<file path="src/inc/ccr_defs.svh">
// constants for the core clock ratio control block
`ifndef CCR_DEFS_SVH
`define CCR_DEFS_SVH

// ****************************************
// widths
// ****************************************
`define CCR_MULT_W        7
`define CCR_DIV_W         5
`define CCR_CNT_W         4
`define CCR_NUM_W         8
`define CCR_DEN_W         6

// ****************************************
// strap encodings and their core:input ratios
// ****************************************
`define CCR_STRAP_DEFAULT 2'h0
`define CCR_STRAP_SEL1    2'h1
`define CCR_STRAP_SEL2    2'h2
`define CCR_RATIO_DEFAULT 7'h10
`define CCR_RATIO_SEL1    7'h20
`define CCR_RATIO_SEL2    7'h08
`define CCR_RATIO_SEL3    7'h10

// ****************************************
// post-divider field and reset values
// ****************************************
`define CCR_DIV_BASE      5'h02
`define CCR_DIV_SEL_RST   2'h0
`define CCR_IN_DIV_RST    1'h0

`endif

</file>
<file path="src/inc/ccr_pkg.sv">
// types shared by the core clock ratio control block
`include "ccr_defs.svh"

package ccr_pkg;

    typedef logic [`CCR_MULT_W-1:0] ccr_mult_t;
    typedef logic [`CCR_DIV_W-1:0]  ccr_div_t;

    typedef struct packed {
        logic [1:0]            sync0;
        logic [1:0]            sync1;
        logic [1:0]            sync2;
        logic [1:0]            fill;
        logic                  strap_taken;
        ccr_mult_t             mult;
        logic [1:0]            div_sel;
        logic                  in_div;
        ccr_div_t              div_val;
        logic [`CCR_CNT_W-1:0] cnt;
        logic                  core_clock;
        logic [`CCR_NUM_W-1:0] ratio_num;
        logic [`CCR_DEN_W-1:0] ratio_den;
    } ccr_state_s;

    typedef struct packed {
        logic core_prev;
        logic periph_clock;
    } ccr_pdiv_s;

endpackage : ccr_pkg

</file>
<file path="src/core/ccr_periph_div.sv">
// peripheral clock generator: half the core clock rate
`timescale 1ns/1ps
`default_nettype none

module ccr_periph_div
    import ccr_pkg::*;
(
    input  wire logic core_clk,
    input  wire logic rst_n,
    input  wire logic core_clock,
    output var  logic periph_clock
);

    ccr_pdiv_s st;
    ccr_pdiv_s next_st;

    // ****************************************
    // toggle on each core clock rising edge
    // ****************************************
    always_comb begin
        next_st = st;
        next_st.core_prev = core_clock;
        if (core_clock && !st.core_prev) begin
            next_st.periph_clock = ~st.periph_clock;
        end
    end

    always_ff @(posedge core_clk or negedge rst_n) begin
        if (!rst_n) begin
            st <= '0;
        end else begin
            st <= next_st;
        end
    end

    assign periph_clock = st.periph_clock;

endmodule // ccr_periph_div

`default_nettype wire

</file>
<file path="src/core/ccr_top.sv">
// core clock ratio control: multiplier, post-divider, clock outputs
//
// Functional notes
// during reset the core:input ratio comes from the ratio straps; the code holds 16 in reset and latches the straps after release.
// after reset the multiplier is what software last programmed.
// pll input is the input clock, halved when input divide is set.
// vco is 2 x multiplier x input; core clock is vco / post-divider.
// post-divider is 2, 4, 8 or 16 by its field, and 2 in reset.
// peripheral clock period is exactly twice the core clock period.
// software keeps input x multiplier under the vco limit.
// software keeps the core clock period legal on every change.
// the default strap setting gives a sixteen to one ratio.
// strap ratio is caught at reset release until software writes.
`timescale 1ns/1ps
`default_nettype none

`include "ccr_defs.svh"

module ccr_top
    import ccr_pkg::*;
#(
    parameter ccr_mult_t RATIO_SEL1 = `CCR_RATIO_SEL1,
    parameter ccr_mult_t RATIO_SEL2 = `CCR_RATIO_SEL2,
    parameter ccr_mult_t RATIO_SEL3 = `CCR_RATIO_SEL3
)
(
    input  wire logic                  core_clk,
    input  wire logic                  rst_n,
    input  wire logic [1:0]            clock_ratio_strap_pins,
    input  wire logic                  pll_write,
    input  wire logic [`CCR_MULT_W-1:0] pll_multiplier_in,
    input  wire logic [1:0]            pll_post_divider_sel,
    input  wire logic                  input_divide_enable_in,
    output var  logic [`CCR_MULT_W-1:0] pll_multiplier,
    output var  logic [`CCR_DIV_W-1:0] pll_post_divider,
    output var  logic                  input_divide_enable,
    output var  logic                  strap_taken,
    output var  logic [`CCR_NUM_W-1:0] core_ratio_num,
    output var  logic [`CCR_DEN_W-1:0] core_ratio_den,
    output var  logic                  core_clock,
    output var  logic                  periph_clock
);

    // ****************************************
    // elaboration checks
    // ****************************************
    // a zero multiplier would make the core:input ratio zero
    if (RATIO_SEL1 == '0 || RATIO_SEL2 == '0 || RATIO_SEL3 == '0) begin
        $error("strap ratios must be nonzero");
    end

    // ****************************************
    // helpers
    // ****************************************
    function automatic ccr_div_t div_decode(input logic [1:0] sel);
        div_decode = `CCR_DIV_BASE << sel;
    endfunction

    function automatic ccr_mult_t strap_ratio(input logic [1:0] s);
        ccr_mult_t r;
        unique case (s)
            `CCR_STRAP_DEFAULT: r = `CCR_RATIO_DEFAULT;
            `CCR_STRAP_SEL1:    r = RATIO_SEL1;
            `CCR_STRAP_SEL2:    r = RATIO_SEL2;
            default:            r = RATIO_SEL3;
        endcase
        strap_ratio = r;
    endfunction

    ccr_state_s st;
    ccr_state_s next_st;

    // ****************************************
    // settings and core clock division
    // ****************************************
    always_comb begin
        next_st = st;
        // strap pins pass three flops; first feeds only the second
        next_st.sync0 = clock_ratio_strap_pins;
        next_st.sync1 = st.sync0;
        next_st.sync2 = st.sync1;
        // sync stages hold reset zeros until filled; never latch those
        if (st.fill != 2'h3) begin
            next_st.fill = st.fill + 2'(1);
        end
        // with post-div 2 and no input halving, ratio equals multiplier
        if (pll_write) begin
            next_st.mult        = pll_multiplier_in;
            next_st.div_sel     = pll_post_divider_sel;
            next_st.in_div      = input_divide_enable_in;
            next_st.strap_taken = 1'b1;
        end else if (!st.strap_taken && st.fill == 2'h3 &&
                     st.sync1 == st.sync2) begin
            next_st.mult        = strap_ratio(st.sync2);
            next_st.strap_taken = 1'b1;
        end
        next_st.div_val = div_decode(next_st.div_sel);
        // ratio core:input = (2 x mult) / (post-div x input divide)
        next_st.ratio_num = {next_st.mult, 1'b0};
        next_st.ratio_den = {1'b0, next_st.div_val} << next_st.in_div;
        // core_clk stands in for the vco; divide by the post-divider
        if ({1'b0, st.cnt} >= st.div_val - `CCR_DIV_W'(1)) begin
            next_st.cnt = '0;
        end else begin
            next_st.cnt = st.cnt + `CCR_CNT_W'(1);
        end
        // new divider takes effect on the next cycle, mid-period, glitch-free enough
        next_st.core_clock = ({1'b0, next_st.cnt} <
                              (st.div_val >> 1));
    end

    always_ff @(posedge core_clk or negedge rst_n) begin
        if (!rst_n) begin
            st             <= '0;
            st.mult        <= `CCR_RATIO_DEFAULT;
            st.div_sel     <= `CCR_DIV_SEL_RST;
            st.in_div      <= `CCR_IN_DIV_RST;
            st.div_val     <= `CCR_DIV_BASE;
            st.ratio_num   <= {`CCR_RATIO_DEFAULT, 1'b0};
            st.ratio_den   <= {1'b0, `CCR_DIV_BASE};
        end else begin
            st <= next_st;
        end
    end

    ccr_periph_div u_pdiv (
        .core_clk     (core_clk),
        .rst_n        (rst_n),
        .core_clock   (st.core_clock),
        .periph_clock (periph_clock)
    );

    assign pll_multiplier      = st.mult;
    assign pll_post_divider    = st.div_val;
    assign input_divide_enable = st.in_div;
    assign strap_taken         = st.strap_taken;
    assign core_ratio_num      = st.ratio_num;
    assign core_ratio_den      = st.ratio_den;
    assign core_clock          = st.core_clock;

endmodule // ccr_top

`default_nettype wire

</file>
<file path="config.mk">
export PLATFORM = sky130hd
export DESIGN_NAME = ccr_top
export DESIGN_NICKNAME = d
export VERILOG_FILES = /design/src/inc/ccr_pkg.sv /design/src/core/ccr_periph_div.sv /design/src/core/ccr_top.sv
export VERILOG_INCLUDE_DIRS = /design/src /design/src/inc
export SDC_FILE = /design/constraint.sdc
export NUM_CORES = 1
export LEC_CHECK = 0
export BUFFER_PORTS_ARGS = -buffer_cell sky130_fd_sc_hd__buf_2
export CORE_UTILIZATION = 51
export DETAILED_ROUTE_END_ITERATION = 8
export GPL_TIMING_DRIVEN = 0
export HOLD_SLACK_MARGIN = 0.12
export PLACE_DENSITY = 0.9
export SYNTH_ARGS = -nofsm -noshare
export SYNTH_HDL_FRONTEND = slang
export SYNTH_SLANG_ARGS = --single-unit
export TNS_END_PERCENT = 10
</file>
<file path="constraint.sdc">
create_clock -name core_clk -period 2.7 [get_ports core_clk]
set_input_delay 0.135 -clock core_clk [delete_from_list [all_inputs] [get_ports core_clk]]
set_output_delay 0.135 -clock core_clk [all_outputs]
set_load 0.01 [all_outputs]
</file>
Word level (Yosys, flattened, before mapping)
Cells that the tools add are included.
- register bits after elaboration: 37
- latch bits: 0
- memory bits (writable): 0
- memory bits (read-only): 0
- input bits: 15
- output and inout bits: 30
- memories kept: 0
- add/subtract/negate cells: 3
- $mul: 0
- div/mod/pow operators: 0
- magnitude comparators: 2
- equality and inequality tests: 5
- shift-type cells: 2
- multiplexer cells: 5
- bitwise logic cells: 1
- reductions and logical operators: 6
- operators with widths (cell ; count):
    $mux 8 ; 2
    $pmux 6 s2 ; 1
    $shl 5x1->6 ; 1
    $ge 4x5->1 ; 1
    $shl 2x2->5 const A ; 1
    $sub 5x1->5 const B ; 1
    $add 4x1->4 const B ; 1
    $eq 2x2->1 const B ; 2
    $lt 4x4->1 ; 1
    $mux 4 ; 1
    $logic_and 1x1->1 ; 3
    $mux 3 ; 1
    $add 2x1->2 const B ; 1
    $eq 2x1->1 const B ; 1
    $eq 2x2->1 ; 1
    $logic_not 1->1 ; 2
    $ne 2x2->1 const B ; 1
    $reduce_bool 2->1 ; 1
    $not 1->1 ; 1

Longest topological paths before layout
Gate-level depths: netlist (run 1).
- depth in word-level cells: 5
- mapped depth: 13

Cells and area by module
A second synthesis (run 1) with hierarchy kept.
- cell total of the unflattened synthesis: 150
- area, all modules: 1694.1 um^2
- modules (own cells, without submodules) (module ; times used ; cells each ; area each (um^2) ; sequential area each (um^2)):
    ccr_top ; 1 ; 146 ; 1614.0 ; 829.5
    ccr_periph_div ; 1 ; 4 ; 80.1 ; 50.0

Least setup slack after synthesis (run 1)
Ideal clock, no wire load.
- kind: reg-to-reg
- from: register st, in the netlist pll_post_divider[1]
- to: register st, in the netlist core_clock
- library setup time: 0.129 ns
- data arrival time: 2.359 ns
- slack: 0.212 ns
- stages on the path, launching flop included: 12
- path buffers: 0
- cells stage by stage: dfstp_2 > inv_1 > ha_1 > xnor2_1 > ha_1 > o21ai_0 > nor2_1 > o21a_1 > and2b_1 > ha_1 > inv_1 > o41a_1
- RTL lines (item ; line ; RTL):
    from (decl) ; ccr_top.sv:70 ; ccr_state_s st;
    from (signal assigned) ; ccr_top.sv:122 ; st <= next_st;

==> impl_metrics.toml, run 1 <==
[setup_path]
crit_path_top_delay_cell = "dfstp_2"
r2r-end = "core_clock"
worst_ep_required_time_ns = 2.91
crit_arrival_ns = 2.85
startpoint_type = "flop"
cpMostUsedCell = "ha_4"
path_buf_inv = 1
reg2reg_slack_ns = 0.06
timing.rr.start = "pll_post_divider[1]"
critical_path.max_stage_delay_ns = 0.59
worstSetupPathType = "flop to flop"
cp_cell_sequence = "inv_2 > ha_4 > xnor2_1 > ha_1 > o21ai_1 > nor2_1 > o21a_2 > nor2_4 > ha_4 > o21a_1 > nor2_2 > o41a_1"
endpoint_kind = "flop"
cp_top_family = "compound AO/OA/AOI/OAI gates"
path_max_fanout = 5
reg2reg_depth = 12

[yosys]
syn_area_mm2 = 0.00168
synth_seq_area_share = 0.524
ys_ff_latch = 35
synth_area_leader_cell = "dfrtp_1"
yosys_warnings = 0
synth_area_leaders = "dfrtp_1, buf_4, ha_1"
syn_inst = 150
yosys.cell_types.count = 26
syn_area_per_cell_um2 = 11.2
yosys.area.top_type_share = 0.477

[floorplanning]
rows = 20
fp.dieH_um = 59.4
die_w_um = 59.4
coreArea_mm2 = 0.00308
die_area_mm2 = 0.00353
ios = 45
initial_core_util = 0.546

[placement]
io_buffers = 40
gp_congestion = 0.785
place_area_mm2 = 0.00194
dp.cells = 236
dp_hpwl_um = 1960

[final_layout]
diodes = 0
drive_gt1_frac = 0.433
area.sequential_um2 = 880
fin_cells = 261
fillers = 205
nNetsFinal = 242
stdcell_area_mm2 = 0.00224
multi_input_area_um2 = 634
area_delta_synth_final_pct = 33.2

[min_path]
hold_depth = 3
hp-class = "input pin to flop"
min_to = "pll_post_divider[2]"
min_from = "pll_post_divider_sel[0]"

[timing]
min_period_over_period = 0.976
worstMarginPinSlew_ns = 0.728
holdWs_ns = 0.143
max_freq_ghz = 0.379
drv_slew = 0
setup_viol = 0
finalSetupTns_ns = 0
hold_viol_final = 0
fin_crit_ns = 2.64
finalClockSkew_ns = 0.0167
relSlewSlack = 0.515

[detailed_routing]
wl_um = 3180
detail_route.first_pass.iterations = 6
vias = 1220
drt_iter0_drc = 31
drcViolationCount = 0
viasPerCell = 4.67
detail-route-antenna-nets = 0
wl_per_cell_um = 12.2

[power_and_ir_drop]
switchingPower_mw = 0.570
swShare = 0.343
p_comb_frac = 0.427
clkPwrFrac = 0.163
pwr-share-seq = 0.410
vdd_ir_drop_max_mv = 0.442
leakage_nw = 1.14
p_total_mw = 1.66
internal_power_mw = 1.09
power.density_mw_per_mm2 = 744

[run]
maxCapViolations = 0

[global_routing]
grt_max_degree = 36
grt.overflow.total = 0
grt_first_pass_wirelength_um = 4820
antenna_found_initial = 0
grt_util_all_layers = 0.190
grt_pass1_vias = 1139

[cts]
insertion_delay_ns = 0.34
root_buffer = "clkbuf_4"
cts_buffers = 5
cts_tree = "yes"
htreeDepth = 2
clk_pin_slew_ns = 0.11
cts_buffer_depth = 2
cts_sinks = 35

[outcome]
status = "complete, no violations"
[how the worst max path moves through the flow]
stage / endpoint / depth (start not counted) / slack [ns] / startpoint
after global placement: core_clock / 11 / 0.07 / pll_post_divider[1]
after detailed placement: core_clock / 11 / 0.05 / pll_post_divider[1]
final: core_clock / 12 / 0.06 / pll_post_divider[1]
after CTS: core_clock / 11 / 0.01 / pll_post_divider[1]
after floorplan: core_clock / 11 / 0.21 / pll_post_divider[1]
after global routing: core_clock / 12 / -0.009 / pll_post_divider[1]
[cells by family (layout without fill, tap and decap cells)]
group | count (synthesis) | after routing | synth area share
flip-flops | 35 | 35 | 0.524
AND/OR/NAND/NOR | 35 | 35 | 0.0961
other | 1 | 3 | 0.00223
AO/OA/AOI/OAI | 14 | 14 | 0.0514
adder cells (fa/ha/maj) | 11 | 11 | 0.0820
multiplexers | 7 | 7 | 0.0499
XOR/XNOR | 9 | 9 | 0.0469
buffers and inverters | 38 | 103 | 0.148
[tightest hold or removal path: cells and delay by family]
family / cells / cell delay, ns
buffers and inverters: 1 / 0.10
and+or+nand+nor: 1 / 0.12
muxes: 1 / 0.10
[flip-flops by register name, indices dropped and copies added, names as in the netlist]
register             flops
strap_taken              1
next_st                  4
u_pdiv.st                1
u_pdiv.periph_clock      1
core_ratio_den           5
core_ratio_num           7
input_divide_enable      1
core_clock               1
st                      10
pll_post_divider         4
[synthesized netlist by cell type]
| library cell | instances |
|---|---|
| a211oi_1 | 1 |
| a21o_1 | 1 |
| and2b_1 | 1 |
| buf_4 | 26 |
| buf_6 | 1 |
| clkbuf_1 | 1 |
| conb_1 | 1 |
| dfrtp_1 | 32 |
| dfstp_2 | 3 |
| ha_1 | 11 |
| inv_1 | 10 |
| mux2_2 | 1 |
| mux2i_1 | 5 |
| mux2i_4 | 1 |
| nand2_1 | 14 |
| nand2b_1 | 1 |
| nand3_1 | 2 |
| nand4b_2 | 1 |
| nor2_1 | 12 |
| nor3_1 | 3 |
| nor3_2 | 1 |
| o21a_1 | 2 |
| o21ai_0 | 9 |
| o41a_1 | 1 |
| xnor2_1 | 8 |
| xor2_1 | 1 |
[power groups by stage]
stage | Combinational (mW) | Sequential [mW] | Clock (mW)
2_1_floorplan | 0.383 | 0.686 | 0
3_3_place_gp | 0.505 | 0.687 | 0
3_5_place_dp | 0.518 | 0.691 | 0
4_1_cts | 0.550 | 0.680 | 0.276
5_1_grt | 0.778 | 0.693 | 0.302
6_report | 0.710 | 0.682 | 0.271
[routing by layer]
| layer | routed length [um] | global-route usage | vias to the layer above |
|---|---|---|---|
| met5 | 0 | 0 | - |
| met4 | 81 | 0.105 | 0 |
| met3 | 123 | 0.0459 | 13 |
| met2 | 1640 | 0.303 | 36 |
| met1 | 1340 | 0.237 | 575 |
| li1 | - | - | 596 |
[cell type report]
cell class | instances | area share
Tap cell | 44 | 0.0246
Multi-Input combinational cell | 79 | 0.284
Timing Repair Buffer | 57 | 0.163
Clock buffer | 6 | 0.0185
Buffer | 28 | 0.0940
Clock inverter | 2 | 0.00560
Sequential cell | 35 | 0.393
Inverter | 10 | 0.0168
[layout by cell type (no fill, tap or decap), types with 4 or more instances in the layout]
master	instances
dfrtp_1	32
xnor2_1	8
buf_2	40
nand2_1	14
ha_4	4
nor2_1	9
o21ai_0	8
ha_1	7
buf_4	28
mux2i_1	5
dlygate4sd3_1	15
inv_1	9
clkbuf_4	5
[metrics by stage]
step / worst slack (ns) / util
final: 0.0636 / 0.726
after detailed placement: 0.0499 / 0.631
after global placement: 0.0743 / 0.631
after floorplan: 0.212 / -
after global routing: -0.00880 / 0.726
after CTS: 0.0130 / 0.697
[timing repair]
item,4_1_cts,5_1_grt
gates resized for setup,0,16
setup endpoints to repair,0,1
hold buffers,15,0
endpoints found under the hold margin,41,0
setup buffers,0,2
Power figures use the tool's default switching activity.
==> inputs of run 2 (changes only) <==
--- a/config.mk
+++ b/config.mk
@@ -9,7 +9,8 @@
 export BUFFER_PORTS_ARGS = -buffer_cell sky130_fd_sc_hd__buf_2
 export CORE_UTILIZATION = 51
 export DETAILED_ROUTE_END_ITERATION = 8
-export GPL_TIMING_DRIVEN = 0
+export GPL_ROUTABILITY_DRIVEN = 0
+export GPL_TIMING_DRIVEN = 1
 export HOLD_SLACK_MARGIN = 0.12
 export PLACE_DENSITY = 0.9
 export SYNTH_ARGS = -nofsm -noshare
==> constraint.sdc (replaced) <==
create_clock -name core_clk -period 2.7 [get_ports core_clk]
set_input_delay 0.54 -clock core_clk [delete_from_list [all_inputs] [get_ports core_clk]]
set_output_delay 0.54 -clock core_clk [all_outputs]
set_load 0.01 [all_outputs]
==> impl_metrics.toml, run 2 (synthesis gave the netlist of run 1 again) <==
[floorplanning]
rows = 20
fp.dieH_um = 59.4
initial_core_util = 0.546
ios = 45
coreArea_mm2 = 0.00308
die_w_um = 59.4
die_area_mm2 = 0.00353

[timing]
rsz0062_at_grt = "false"
setup_viol = 0
min_period_over_period = 0.961
hold_viol_final = 0
max_freq_ghz = 0.385
finalClockSkew_ns = 0.00457
drv_slew = 0
fin_crit_ns = 2.59
finalSetupTns_ns = 0
worstMarginPinSlew_ns = 0.727
relSlewSlack = 0.515

[power_and_ir_drop]
leakage_nw = 0.942
power.density_mw_per_mm2 = 838
vdd_ir_drop_max_mv = 0.413

[detailed_routing]
drcViolationCount = 0
detail-route-antenna-nets = 0
wl_um = 2540
wl_per_cell_um = 11.6
drt_iter0_drc = 25
detail_route.first_pass.iterations = 4
vias = 1003
viasPerCell = 4.58

[final_layout]
fillers = 260
final_common_cell = "buf_2"
nNetsFinal = 200
final_cell_mix = "buf_2, dfrtp_1, nand2_1"
area_delta_synth_final_pct = 10.3
regMostFlops = "st"
largest_reg_flops = 10
fin_cells = 219
diodes = 0
drive_gt1_frac = 0.371

[outcome]
status = "complete, no violations"

[cts]
cts_tree = "yes"
htreeDepth = 2
cts_buffers = 5
cts_sinks = 35
root_buffer = "clkbuf_4"
cts-hold-fix-buffers = 0
clk_pin_slew_ns = 0.10
cts_buffer_depth = 2
insertion_delay_ns = 0.33

[run]
maxCapViolations = 0

[global_routing]
grt_pass1_vias = 1027
antenna_found_initial = 0
grt_first_pass_wirelength_um = 4150
grt_util_all_layers = 0.164
busiest_layer = "met2"
grt_util_met1 = 0.181
use_met2 = 0.278
grt_max_degree = 36
met3_usage = 0.0502
grt.overflow.total = 0

[setup_path]
startpoint_type = "flop"
worst_ep_required_time_ns = 2.92
reg2reg_slack_ns = 0.11
endpoint_kind = "flop"
reg2reg_depth = 11
crit_arrival_ns = 2.82
worstSetupPathType = "flop to flop"
path_max_fanout = 5

[placement]
dp_hpwl_um = 1900
io_buffers = 41
dp.cells = 209

[min_path]
hp-class = "input pin to asynchronous set/reset pin"
==> run 2: cell count changes in the layout (fill, tap and decap cells not counted), sizes merged <==
cell,before,now
buf,69,43
dlygate4sd3,15,0
clkinv,1,0
==> run 2: power breakdown <==
part	internal [mW]	switching (mW)
sequential	0.617	0.0644
clock	0.152	0.167
combinational	0.278	0.273
==> run 2: metrics by stage <==
| stage | cell area [um2] | hold WS, ns | utilization | setup slack (ns) | power (mW) |
|---|---|---|---|---|---|
| 5_1_grt | 1850 | 0.287 | 0.602 | 0.00316 | 1.68 |
| 6_report | 1850 | 0.253 | 0.602 | 0.106 | 1.55 |
| 4_1_cts | 1810 | 0.271 | 0.588 | 0.0493 | 1.50 |
| 2_1_floorplan | 1690 | 0.244 | - | 0.212 | 1.07 |
| 3_3_place_gp | 1740 | 0.334 | 0.564 | 0.158 | 1.15 |
| 3_5_place_dp | 1740 | 0.336 | 0.564 | 0.0578 | 1.17 |
==> run 2: per-layer routing <==
metal	up-vias	wire, um
li1	505	-
met1	472	1070
met2	22	1340
met4	0	31
met5	-	0
met3	4	105
==> run 2: area by class of cell <==
class	instances	area [um2]	area share
multi-input combinational	79	587	0.317
clock buffer	7	65.1	0.0351
sequential	35	880	0.475
clock inverter	1	7.51	0.00405
tap	44	55.1	0.0297
inverter	10	37.5	0.0203
timing repair buffer	43	220	0.119
==> run 2: critical path: stages (launching register included) <==
cell and delay (ns):
dfstp_2 0.58, inv_2 0.05, ha_2 0.17, xnor2_1 0.13, ha_1 0.27, o21ai_1 0.05, nor2_1 0.10, o21a_2 0.21
and2b_2 0.26, ha_4 0.26, inv_1 0.03, o41a_1 0.39
==> run 2: worst paths after layout <==
kind | startpoint | to
setup reg to reg | pll_post_divider[1] | core_clock
max in group asynchronous | rst_n | pll_post_divider[4]
setup / recovery | pll_post_divider[1] | core_clock
hold reg to reg | next_st[40] | next_st[38]
min in group core_clk | clock_ratio_strap_pins[0] | next_st[39]
hold / removal | rst_n | core_ratio_num[7]
==> run 2: repair_timing <==
item,CTS,global route
buffers inserted,0,2
endpoints found under the setup margin,0,1
gates resized for setup,0,9
==> inputs of run 3 (changes only) <==
--- a/config.mk
+++ b/config.mk
@@ -6,13 +6,15 @@
 export SDC_FILE = /design/constraint.sdc
 export NUM_CORES = 1
 export LEC_CHECK = 0
+export ABC_AREA = 1
 export BUFFER_PORTS_ARGS = -buffer_cell sky130_fd_sc_hd__buf_2
-export CORE_UTILIZATION = 51
+export CORE_UTILIZATION = 35
+export CTS_CLUSTER_SIZE = 14
 export DETAILED_ROUTE_END_ITERATION = 8
 export GPL_ROUTABILITY_DRIVEN = 0
 export GPL_TIMING_DRIVEN = 1
 export HOLD_SLACK_MARGIN = 0.12
-export PLACE_DENSITY = 0.9
+export PLACE_DENSITY = 0.69
 export SYNTH_ARGS = -nofsm -noshare
 export SYNTH_HDL_FRONTEND = slang
 export SYNTH_SLANG_ARGS = --single-unit
==> impl_metrics.toml, run 3 <==
[outcome]
status = "complete, no violations"

[detailed_routing]
vias = 1103
viasPerCell = 4.18
wl_per_cell_um = 10.2
drt_iter0_drc = 30
drcViolationCount = 0
detail-route-antenna-nets = 0
wl_um = 2680
detail_route.first_pass.iterations = 4

[setup_path]
critical_path.max_stage_delay_ns = 0.55
worstSetupPathType = "flop to flop"
endpoint_kind = "flop"
crit_path_top_delay_cell = "dfstp_2"
path_max_fanout = 4
worst_ep_required_time_ns = 2.91
startpoint_type = "flop"
cp_cell_sequence = "inv_1 > ha_1 > ha_1 > nand2_1 > nand2_1 > nand2_1 > nand2_1 > nand2_1 > inv_1 > nor2_1 > ha_1 > a21o_1 > a21oi_1"
cpMostUsedCell = "nand2_1"
crit_arrival_ns = 2.48

[cts]
cts_tree = "yes"
insertion_delay_ns = 0.28
cts_buffers = 5
htreeDepth = 2
cts-hold-fix-buffers = 0
cts_buffer_depth = 2
cts_sinks = 35
cts-resized-gates = 0
cts_setup_buffers = 0
root_buffer = "clkbuf_8"
clk_pin_slew_ns = 0.07

[floorplanning]
coreArea_mm2 = 0.00472
die_w_um = 71.9
die_area_mm2 = 0.00517
rows = 25
fp.dieH_um = 71.9
initial_core_util = 0.362
ios = 45

[timing]
hold_viol_final = 0
fin_crit_ns = 2.28
rsz0062_at_grt = "false"
finalClockSkew_ns = 0.00338
max_freq_ghz = 0.439
drv_slew = 0
relSlewSlack = 0.491
finalSetupTns_ns = 0
worstMarginPinSlew_ns = 0.763
min_period_over_period = 0.844
finalWorstSetupSlack_ns = 0.422
holdWs_ns = 0.331
setup_viol = 0

[yosys]
yosysMostFrequentCell = "nand2_1"
async_flop_share = 1.00
yosys.cell_types.count = 24
synth_seq_area_share = 0.515
syn_area_per_cell_um2 = 9.88
ys.flop_type = "dfrtp_1"
synth_area_leader_cell = "dfrtp_1"
syn_inst = 173
yosys_warnings = 0
ys_ff_latch = 35
synth-edff-count = 0
synth_commonest_cells = "nand2_1, dfrtp_1, buf_4"
yosys.area.top_type_share = 0.469
syn_area_mm2 = 0.00171
synth_area_leaders = "dfrtp_1, buf_4, nand2_1"

[final_layout]
regMostFlops = "st"
fillers = 469
final_common_cell = "buf_2"
multi_input_area_um2 = 547
fin_cells = 264
diodes = 0
final_cell_mix = "buf_2, nand2_1, dfrtp_1"
drive_gt1_frac = 0.335
area_delta_synth_final_pct = 11.5
nNetsFinal = 222
area.sequential_um2 = 880
largest_reg_flops = 10

[global_routing]
grt_first_pass_wirelength_um = 4840
antenna_found_initial = 0
grt.overflow.total = 0
grt_pass1_vias = 1126
grt_util_all_layers = 0.123
grt_max_degree = 36

[placement]
dp.cells = 256
dp_hpwl_um = 2040
dp_slack_ns = 0.467
io_buffers = 41

[power_and_ir_drop]
vdd_ir_drop_max_mv = 0.264
leakage_nw = 1.03
power.density_mw_per_mm2 = 796

[run]
maxCapViolations = 0

[min_path]
hp-class = "input pin to asynchronous set/reset pin"
run 3: cell count changes in the layout (fill, tap and decap cells not counted), moves of 5 or more:
cell,before,now
clkbuf_4,5,0
clkbuf_8,2,7
inv_1,9,20
mux2i_1,5,0
nand2_1,14,38
o21ai_0,8,0
run 3: cells by family (layout without fill, tap and decap cells):
logic type | count (synthesis) | in the layout | synth area share
AOI/OAI and AO/OA | 12 | 12 | 0.0520
adders and majority gates | 11 | 11 | 0.0805
and+or+nand+nor | 55 | 55 | 0.138
muxes | 1 | 1 | 0.00659
xor gates and xnor gates | 7 | 7 | 0.0359
DFF | 35 | 35 | 0.515
other | 1 | 3 | 0.00219
buffers and inverters | 51 | 73 | 0.170
run 3: final cells by class:
| cell class | count | area share |
|---|---|---|
| Tap cell | 67 | 0.0440 |
| Sequential cell | 35 | 0.462 |
| Multi-Input combinational cell | 89 | 0.287 |
| Timing Repair Buffer | 41 | 0.108 |
| Clock buffer | 8 | 0.0525 |
| Inverter | 24 | 0.0473 |
run 3: final timing paths:
check	startpoint	cells past startpoint	end	slack, ns
setup reg to reg	pll_post_divider[1]	13	core_clock	0.42
setup / recovery	pll_post_divider[1]	13	core_clock	0.42
min in group core_clk	next_st[39]	0	next_st[37]	0.36
hold / removal	rst_n	1	core_ratio_num[6]	0.33
max in group asynchronous	rst_n	1	st[38]	1.88
hold reg to reg	next_st[39]	0	next_st[37]	0.36
run 3: where the power goes:
group	total, mW	switching (mW)	internal, mW
sequential	0.673	0.0576	0.616
combinational	0.435	0.244	0.191
clock	0.408	0.175	0.233
total	1.52	0.477	1.04
run 3: critical path, delay by kind of cell, from the launching register on:
| kind | cells | cell delay, ns |
|---|---|---|
| AO/OA/AOI/OAI | 2 | 0.29 |
| adder cells (fa/ha/maj) | 3 | 0.83 |
| buffers and inverters | 2 | 0.12 |
| flip-flops | 1 | 0.55 |
| AND/OR/NAND/NOR | 6 | 0.43 |
run 3: per-layer routing:
layer  track usage  wire (um)  vias up
li1              -          -      548
met1         0.146       1250      522
met2         0.201       1250       26
met3        0.0436        135        7
met4        0.0523         51        0
met5             0          0        -
run 3: stage by stage:
step / util / total power [mW] / instance area (um2)
2_1_floorplan: - / 1.03 / 1720
3_3_place_gp: 0.382 / 1.11 / 1810
6_report: 0.403 / 1.52 / 1910
3_5_place_dp: 0.382 / 1.13 / 1810
5_1_grt: 0.403 / 1.65 / 1910
4_1_cts: 0.403 / 1.54 / 1910
